===== config.mk =====
export PLATFORM = sky130hd
export DESIGN_NAME = wrs_regset
export DESIGN_NICKNAME = d
export VERILOG_FILES = /design/src/pkg/wrs_pkg.sv /design/src/design/wrs_regset.sv
export SDC_FILE = /design/constraint.sdc
export NUM_CORES = 1
export LEC_CHECK = 0
export ABC_CLOCK_PERIOD_IN_PS = 5000
export BUFFER_PORTS_ARGS = -buffer_cell sky130_fd_sc_hd__buf_2
export CAP_MARGIN = 20
export CORE_AREA = 4 4 135 137
export CTS_BUF_LIST = sky130_fd_sc_hd__clkbuf_16
export DETAILED_ROUTE_END_ITERATION = 10
export DIE_AREA = 0 0 139 141
export PLACE_DENSITY = 0.78
export SYNTH_ARGS = -nofsm -noshare
export SYNTH_HDL_FRONTEND = slang
export SYNTH_SLANG_ARGS = --single-unit

===== constraint.sdc =====
create_clock -name ref_clk -period 5 [get_ports ref_clk]
set_input_delay 0.25 -clock ref_clk [delete_from_list [all_inputs] [get_ports ref_clk]]
set_output_delay 0.25 -clock ref_clk [all_outputs]
set_load 0.02 [all_outputs]

===== src/pkg/wrs_pkg.sv =====
package wrs_pkg;
    localparam int DATA_W        = 16;
    localparam int BYTE_W        = 8;
    localparam int ADDR_W        = 24;
    localparam logic [7:0] STACK_BANK = 8'h00;
    localparam logic [15:0] RESET_WORD = 16'h0000;
    localparam logic [15:0] ONE_STEP   = 16'h0001;
    localparam logic [15:0] INT_FRAME  = 16'h0005;

    // register selector for loads
    typedef enum logic [2:0] {
        WRS_SEL_ACC_A,
        WRS_SEL_ACC_B,
        WRS_SEL_IDX_X,
        WRS_SEL_IDX_Y,
        WRS_SEL_STACK
    } wrs_sel_t;

    // stack sequence requests
    typedef enum logic [1:0] {
        WRS_OP_NONE,
        WRS_OP_INTERRUPT,
        WRS_OP_CALL,
        WRS_OP_RETURN
    } wrs_op_t;

    // one register write request
    typedef struct packed {
        logic        en;
        wrs_sel_t    sel;
        logic [15:0] data;
    } wrs_wr_t;

    // return state moved through the stack
    typedef struct packed {
        logic [7:0]  program_bank;
        logic [15:0] program_counter;
        logic [15:0] status_word;
    } wrs_frame_t;

    // one stack memory access
    typedef struct packed {
        logic        valid;
        logic        write;
        logic [23:0] addr;
        logic [7:0]  wdata;
    } wrs_mem_t;
endpackage


===== src/design/wrs_regset.sv =====
`timescale 1ns/1ns
// Overview of operation
// - accumulator a is 16 bits, low byte usable alone
// - data width flag set writes only accumulator low byte, high kept
// - accumulator b mirrors a, following the same data width flag
// - index x is 16 bits; 8-bit mode writes low byte only
// - indexed address is index x plus instruction operand
// - block move source is operand third byte and index x
// - block move destination is operand second byte and index y
// - index y behaves like x under the same index width flag
// - stack pointer is 16 bits; stack accesses go to bank zero
// - interrupt pushes program bank first, then counter, then status word
// - after interrupt entry the stack pointer is five less
// - interrupt return pops status, counter, bank; pointer restored
// - calls push no status word; bank push chosen by caller
// - stack pointer undefined at reset; software loads it first
// - data width flag clear means 16-bit, cleared at reset
// - index width flag clear means 16-bit index, cleared at reset
module wrs_regset (
    // clock and control
    input  wire logic                ref_clk,
    input  wire logic                rst,
    input  wire logic                clk_en,
    // width flags
    input  wire logic                data_w8_set,
    input  wire logic                data_w8_clr,
    input  wire logic                idx_w8_set,
    input  wire logic                idx_w8_clr,
    // register write port
    input  wire wrs_pkg::wrs_wr_t    wr,
    // address operands
    input  wire logic [23:0]         index_operand,
    input  wire logic [7:0]          move_src_bank,
    input  wire logic [7:0]          move_dst_bank,
    // stack sequence request
    input  wire wrs_pkg::wrs_op_t    stack_op,
    input  wire logic                call_push_bank,
    input  wire wrs_pkg::wrs_frame_t push_frame,
    input  wire logic [7:0]          mem_rdata,
    input  wire logic                mem_ready,
    // register contents
    output logic [15:0]              acc_a,
    output logic [15:0]              acc_b,
    output logic [15:0]              idx_x,
    output logic [15:0]              idx_y,
    output logic [15:0]              stack_ptr,
    output logic                     data_w8,
    output logic                     idx_w8,
    // formed addresses
    output logic [23:0]              indexed_addr,
    output logic [23:0]              move_src_addr,
    output logic [23:0]              move_dst_addr,
    // stack access and results
    output wrs_pkg::wrs_mem_t        mem,
    output logic                     stack_busy,
    output logic                     stack_done,
    output wrs_pkg::wrs_frame_t      pop_frame
);
    // stack engine: one state per byte moved; pops walk the push order backwards
    typedef enum logic [3:0] {
        WRS_IDLE,
        WRS_PUSH_BANK,
        WRS_PUSH_PC_HI,
        WRS_PUSH_PC_LO,
        WRS_PUSH_ST_HI,
        WRS_PUSH_ST_LO,
        WRS_POP_ST_LO,
        WRS_POP_ST_HI,
        WRS_POP_PC_LO,
        WRS_POP_PC_HI,
        WRS_POP_BANK
    } wrs_state_t;

    // architectural registers and width flags
    logic [15:0]         acc_a_r;
    logic [15:0]         acc_b_r;
    logic [15:0]         idx_x_r;
    logic [15:0]         idx_y_r;
    logic [15:0]         stack_ptr_r;
    logic                data_w8_r;
    logic                idx_w8_r;
    // stack engine
    wrs_state_t          state_r, state_nxt;
    logic                call_r;
    wrs_pkg::wrs_frame_t frame_r;
    logic                done_r;
    logic                step;
    logic                pop_state;
    logic                start;
    // decoded write strobes and index values seen by address formation
    logic                wr_acc_a;
    logic                wr_acc_b;
    logic                wr_idx_x;
    logic                wr_idx_y;
    logic                wr_stack;
    logic [15:0]         idx_x_eff;
    logic [15:0]         idx_y_eff;

    // merge a write under a width flag: narrow mode keeps the upper byte
    function automatic logic [15:0] wrs_merge(input logic [15:0] old_v,
                                              input logic [15:0] new_v,
                                              input logic        narrow);
        wrs_merge = narrow ? {old_v[15:8], new_v[7:0]} : new_v;
    endfunction

    // one register's write strobe: running, requested and addressed to it
    function automatic logic wrs_hit(input wrs_pkg::wrs_wr_t  req,
                                     input logic              run,
                                     input wrs_pkg::wrs_sel_t target);
        wrs_hit = run && req.en && (req.sel == target);
    endfunction

    // index value used for addresses: a narrow index hides its kept upper byte
    function automatic logic [15:0] wrs_index(input logic [15:0] v,
                                              input logic        narrow);
        wrs_index = narrow ? {8'h00, v[7:0]} : v;
    endfunction

    // write strobes, decoded once so every register process sees the same
    // gating; a frozen clock enable blocks all of them together
    assign wr_acc_a = wrs_hit(wr, clk_en, wrs_pkg::WRS_SEL_ACC_A);
    assign wr_acc_b = wrs_hit(wr, clk_en, wrs_pkg::WRS_SEL_ACC_B);
    assign wr_idx_x = wrs_hit(wr, clk_en, wrs_pkg::WRS_SEL_IDX_X);
    assign wr_idx_y = wrs_hit(wr, clk_en, wrs_pkg::WRS_SEL_IDX_Y);
    assign wr_stack = wrs_hit(wr, clk_en, wrs_pkg::WRS_SEL_STACK);

    // width flags; a set request beats a clear in the same cycle
    // both flags clear at reset, so the block starts in full 16-bit mode
    always_ff @(posedge ref_clk) begin
        if (rst) begin
            data_w8_r <= 1'b0;
            idx_w8_r  <= 1'b0;
        end else if (clk_en) begin
            if (data_w8_set)
                data_w8_r <= 1'b1;
            else if (data_w8_clr)
                data_w8_r <= 1'b0;
            if (idx_w8_set)
                idx_w8_r <= 1'b1;
            else if (idx_w8_clr)
                idx_w8_r <= 1'b0;
        end
    end

    // accumulators follow the data width flag
    // a narrow write keeps the upper byte, so a later wide read still sees it
    always_ff @(posedge ref_clk) begin
        if (rst) begin
            acc_a_r <= wrs_pkg::RESET_WORD;
            acc_b_r <= wrs_pkg::RESET_WORD;
        end else begin
            if (wr_acc_a)
                acc_a_r <= wrs_merge(acc_a_r, wr.data, data_w8_r);
            if (wr_acc_b)
                acc_b_r <= wrs_merge(acc_b_r, wr.data, data_w8_r);
        end
    end

    // index registers follow the index width flag
    // the kept upper byte reappears as soon as the index goes wide again
    always_ff @(posedge ref_clk) begin
        if (rst) begin
            idx_x_r <= wrs_pkg::RESET_WORD;
            idx_y_r <= wrs_pkg::RESET_WORD;
        end else begin
            if (wr_idx_x)
                idx_x_r <= wrs_merge(idx_x_r, wr.data, idx_w8_r);
            if (wr_idx_y)
                idx_y_r <= wrs_merge(idx_y_r, wr.data, idx_w8_r);
        end
    end

    // narrow index mode feeds only the low byte into every formed address
    assign idx_x_eff = wrs_index(idx_x_r, idx_w8_r);
    assign idx_y_eff = wrs_index(idx_y_r, idx_w8_r);

    // address formation is combinational from register state
    always_comb begin
        indexed_addr  = index_operand + {8'h00, idx_x_eff};
        move_src_addr = {move_src_bank, idx_x_eff};
        move_dst_addr = {move_dst_bank, idx_y_eff};
    end

    // a stack byte completes when the memory side accepts it
    assign step      = clk_en && mem_ready && (state_r != WRS_IDLE);
    assign pop_state = (state_r == WRS_POP_ST_LO) || (state_r == WRS_POP_ST_HI) ||
                       (state_r == WRS_POP_PC_LO) || (state_r == WRS_POP_PC_HI) ||
                       (state_r == WRS_POP_BANK);

    // stack sequencer next state
    // a stalled byte (ready low) holds its state, so every request field stands
    always_comb begin
        state_nxt = state_r;
        unique case (state_r)
            WRS_IDLE: begin
                unique case (stack_op)
                    wrs_pkg::WRS_OP_INTERRUPT: state_nxt = WRS_PUSH_BANK;
                    wrs_pkg::WRS_OP_CALL:
                        state_nxt = call_push_bank ? WRS_PUSH_BANK : WRS_PUSH_PC_HI;
                    wrs_pkg::WRS_OP_RETURN:    state_nxt = WRS_POP_ST_LO;
                    wrs_pkg::WRS_OP_NONE:      state_nxt = WRS_IDLE;
                endcase
            end
            WRS_PUSH_BANK:  if (step) state_nxt = WRS_PUSH_PC_HI;
            WRS_PUSH_PC_HI: if (step) state_nxt = WRS_PUSH_PC_LO;
            WRS_PUSH_PC_LO: if (step) state_nxt = call_r ? WRS_IDLE : WRS_PUSH_ST_HI;
            WRS_PUSH_ST_HI: if (step) state_nxt = WRS_PUSH_ST_LO;
            WRS_PUSH_ST_LO: if (step) state_nxt = WRS_IDLE;
            WRS_POP_ST_LO:  if (step) state_nxt = WRS_POP_ST_HI;
            WRS_POP_ST_HI:  if (step) state_nxt = WRS_POP_PC_LO;
            WRS_POP_PC_LO:  if (step) state_nxt = WRS_POP_PC_HI;
            WRS_POP_PC_HI:  if (step) state_nxt = WRS_POP_BANK;
            WRS_POP_BANK:   if (step) state_nxt = WRS_IDLE;
            default:        state_nxt = WRS_IDLE;
        endcase
    end

    // sequencer state and the one-cycle completion pulse after the last byte
    always_ff @(posedge ref_clk) begin
        if (rst) begin
            state_r <= WRS_IDLE;
            done_r  <= 1'b0;
        end else if (clk_en) begin
            state_r <= state_nxt;
            done_r  <= step && (state_nxt == WRS_IDLE);
        end
    end

    // a request is taken only while idle, so one arriving mid-sequence is dropped
    assign start = (state_r == WRS_IDLE) && (stack_op != wrs_pkg::WRS_OP_NONE);

    // call marker: a call stops after the counter and never stacks the status word
    always_ff @(posedge ref_clk) begin
        if (rst) begin
            call_r <= 1'b0;
        end else if (clk_en && start) begin
            call_r <= (stack_op == wrs_pkg::WRS_OP_CALL);
        end
    end

    // frame: captured when a push starts, rebuilt a byte at a time by a pop;
    // a return keeps the old frame until its bytes arrive, so pop_frame is
    // only meaningful once the done pulse has been seen
    always_ff @(posedge ref_clk) begin
        if (rst) begin
            frame_r <= '0;
        end else if (clk_en) begin
            if (start && stack_op != wrs_pkg::WRS_OP_RETURN)
                frame_r <= push_frame;
            else if (step && pop_state) begin
                // pops rebuild the frame low byte first, reverse of pushing
                unique case (state_r)
                    WRS_POP_ST_LO: frame_r.status_word[7:0]      <= mem_rdata;
                    WRS_POP_ST_HI: frame_r.status_word[15:8]     <= mem_rdata;
                    WRS_POP_PC_LO: frame_r.program_counter[7:0]  <= mem_rdata;
                    WRS_POP_PC_HI: frame_r.program_counter[15:8] <= mem_rdata;
                    WRS_POP_BANK:  frame_r.program_bank          <= mem_rdata;
                    default:       frame_r <= frame_r;
                endcase
            end
        end
    end

    // stack pointer: no reset value, software loads it before use; a load that
    // lands on a cycle where a stack byte steps is dropped, the step has priority
    always_ff @(posedge ref_clk) begin
        if (clk_en) begin
            if (step && !pop_state)
                stack_ptr_r <= stack_ptr_r - wrs_pkg::ONE_STEP;
            else if (step && pop_state)
                stack_ptr_r <= stack_ptr_r + wrs_pkg::ONE_STEP;
            else if (wr_stack)
                stack_ptr_r <= wr.data;
        end
    end

    // stack memory request: pushes write at s, pops read at s+1, bank zero;
    // the request is a level held from the state registers, so it stands
    // unchanged until the memory side raises ready
    always_comb begin
        mem.valid = (state_r != WRS_IDLE);
        mem.write = (state_r != WRS_IDLE) && !pop_state;
        mem.addr  = pop_state ? {wrs_pkg::STACK_BANK, stack_ptr_r + wrs_pkg::ONE_STEP}
                              : {wrs_pkg::STACK_BANK, stack_ptr_r};
        unique case (state_r)
            WRS_PUSH_BANK:  mem.wdata = frame_r.program_bank;
            WRS_PUSH_PC_HI: mem.wdata = frame_r.program_counter[15:8];
            WRS_PUSH_PC_LO: mem.wdata = frame_r.program_counter[7:0];
            WRS_PUSH_ST_HI: mem.wdata = frame_r.status_word[15:8];
            WRS_PUSH_ST_LO: mem.wdata = frame_r.status_word[7:0];
            default:        mem.wdata = 8'h00;
        endcase
    end

    // outputs: contents come straight from flip-flops; the mem request and the
    // busy level are decoded from the state register
    assign acc_a      = acc_a_r;
    assign acc_b      = acc_b_r;
    assign idx_x      = idx_x_r;
    assign idx_y      = idx_y_r;
    assign stack_ptr  = stack_ptr_r;
    assign data_w8    = data_w8_r;
    assign idx_w8     = idx_w8_r;
    assign stack_busy = (state_r != WRS_IDLE);
    assign stack_done = done_r;
    assign pop_frame  = frame_r;
endmodule // wrs_regset


==> flow_summary.toml <==
[logic_synthesis]
synth_area_um2 = 7740
ys_async_sr_fraction_pct = 0
yosysSeqAreaShare_pct = 35.2
synth_commonest_cells = "nor2_1, dfxtp_1, a21oi_1"
synthFlopType = "dfxtp_1"
ys_warn_count = 0
synth_edf_count = 16
synthDistinctLibCells = 72
ys_seq_elements = 128
synth_most_common_cell = "nor2_1"
yosys.area.top_type = "dfxtp_1"
synth_top_area_share_pct = 29.0
syn_inst = 935
yosys-top-cells-area = "dfxtp_1, nor2_1, edfxtp_1"
avgSynthCellArea_um2 = 8.28

[worst_setup_path]
arrival_ns = 3.45
path_cells = "nor2b_1, ha_1, a21oi_1, a32oi_1, o31ai_1, o31ai_1, nand3_1, xnor2_1, buf_2"
r2r_slack_ns = 2.03
reg2reg_to = "pop_frame[31]"
cp.required_ns = 4.75
worst_path_max_delay_cell = "dfxtp_1"
endpoint_kind = "output pin"
path_class = "flop to output pin"
r2r-start = "state_r[1]"
crit_top_cell = "o31ai_1"
rr_worst_depth = 6
cpPeakStageDelay_ns = 0.92
worstPathMaxFanout = 28
startpoint_type = "flop"

[clocking]
cts_made_buffers = 17
clkSinkCount = 128
cts-root-buf = "clkbuf_16"
postCtsResizedCells = 0
h-tree-depth = 4
cts_hold_buf = 0
insertion_delay_ns = 0.42
clk_pin_slew_ns = 0.06
cts_tree = "done"
post_cts_buffers = 0
cts_buffer_depth = 2

[layout]
multiInputGateArea_um2 = 4380
fillers = 1571
fin_cells = 1411
syn2layout_area_growth_pct = 24.9
drive_gt1_share_pct = 31.1
nets = 1313
seq_area_um2 = 2720

[drt]
drc_errors = 0
wl_mm = 25.5
wire_per_inst_um = 18.1
ant_nets = 0
dr.pass1.iters = 7
post_drt_via_cell_ratio = 5.56
vias = 7842
drt_iter0_drc = 561

[power_and_ir_drop]
p_switching_uw = 974
p_leak_uw = 0.00434
p_seq_share_pct = 37.7
swShare_pct = 31.3
irDropWorstVdd_v = 0.000253
pwr-share-clk_pct = 42.5
finalPower_uw = 3120
p_per_area_nw_per_um2 = 323
internal_power_uw = 2140
comb_power_share_pct = 19.7

[timing]
whs_ns = 0.0853
finalSetupViolCount = 0
finalCritPeriodShare_pct = 73.9
slew_headroom_pct = 27.3
tns_ns = 0
drv_slew = 0
period_minus_slack_ns = 3.70
tightestPinTransition_ns = 1.09
worst_slack_ns = 1.30
fin_skew_ns = 0.00870
rsz0062_at_grt = "false"
final_hold_viol_count = 0
max_freq_mhz = 270

[global_routing]
grt_max_degree = 72
antenna_found_initial = 2
grt_pass1_vias = 7326
overflow = 0
grt_usage_pct = 24.8
grt_first_pass_wirelength_mm = 39.3

[run_status]
status = "complete, no violations"

[min_path]
hp-class = "input pin to flop"
hold_depth = 3
holdCritStartpoint = "data_w8_set"
holdPathEnd = "data_w8"

[placement]
dp_hpwl_mm = 19.3
dp_worst_setup_slack_ns = 1.79
dp.cells = 1377
io_buffers = 308
gp_congestion = 0.932

[floorplan]
core_um2 = 17100
die-height_um = 141
start_util_pct = 45.4
die_width_um = 139
dieArea_um2 = 19600
ios = 349
row_count = 48

[job]
cap_violations = 0
-- stage by stage --
stage	utilization, %	cell area (um^2)
6_report	56.7	9660
5_1_grt	56.7	9660
4_1_cts	56.6	9650
3_5_place_dp	52.9	9020
3_3_place_gp	52.9	9020
2_1_floorplan	-	7760
-- how the worst max path moves through the flow --
stage	startpoint	end	slack (ns)
6_report	idx_w8	indexed_addr[18]	1.30
5_1_grt	idx_w8	indexed_addr[23]	1.03
4_1_cts	idx_w8	indexed_addr[18]	1.32
3_5_place_dp	idx_w8	indexed_addr[18]	1.79
3_3_place_gp	idx_w8	indexed_addr[20]	1.86
2_1_floorplan	idx_w8	indexed_addr[17]	1.73
-- power groups by stage --
stage / Clock, uW / Combinational, uW / Sequential [uW]
2_1_floorplan: 0 / 412 / 1220
3_3_place_gp: 0 / 604 / 1200
3_5_place_dp: 0 / 612 / 1200
4_1_cts: 1340 / 615 / 1180
5_1_grt: 1380 / 669 / 1190
6_report: 1330 / 614 / 1180
-- layout make-up --
class / count / area share, %
multi-input cells: 694 / 45.3
flip-flops and latches: 128 / 28.2
repair buffers: 313 / 16.4
clock buffers: 18 / 4.66
well taps: 225 / 2.91
clock inverters: 14 / 1.84
inverters: 18 / 0.699
diodes: 1 / 0.0259
-- routing by layer --
layer	track usage [%]	vias up	part of all wire [%]
met3	7.12	48	8.8
met5	0	-	0.035
met2	43.2	377	49
met4	8.08	2	2.4
li1	-	3778	-
met1	29.7	3637	39
-- sequential cells by signal, summed over array words and instances (netlist names) --
register,flops
stack_done,1
state_r,4
idx_w8,1
acc_a,16
idx_y,16
pop_frame,40
stack_ptr,16
idx_x,16
data_w8,1
call_r,1
acc_b,16
-- cell usage in the layout (no fill, tap or decap), types with 4 or more instances in the layout --
cell type	netlist	final
buf_2	12	307
nor2_1	131	131
dfxtp_1	112	112
a21oi_1	88	88
nand2_1	81	81
mux2i_1	47	47
a211oi_1	42	42
o21ai_0	37	36
nor2b_1	29	29
xnor2_1	27	27
nand3_1	26	26
xor2_1	21	21
ha_1	21	21
inv_1	18	18
clkbuf_16	0	18
edfxtp_1	16	16
nor3_1	13	13
a221o_1	12	12
a22oi_1	9	9
o221ai_1	9	9
conb_1	1	8
buf_4	48	6
a22o_1	5	5
a32oi_1	4	4
nor4_1	4	4
inv_6	0	4
-- critical path, delay by kind of cell, from the launching register on --
family          cells  cell delay [ns]
flops               1             0.92
simple gates        2             0.32
compound gates      4             1.05
xor+xnor            1             0.16
fa+ha+maj           1             0.39
buf+inv             1             0.18
-- logic make-up after synthesis --
logic type      synth area share, %
compound gates                 21.0
xor+xnor                       5.43
fa+ha+maj                      3.78
buf+inv                        8.64
flops                          35.2
mux                            6.52
other cells                  0.0485
simple gates                   19.4
No activity file was read; power rests on OpenSTA's default activity.
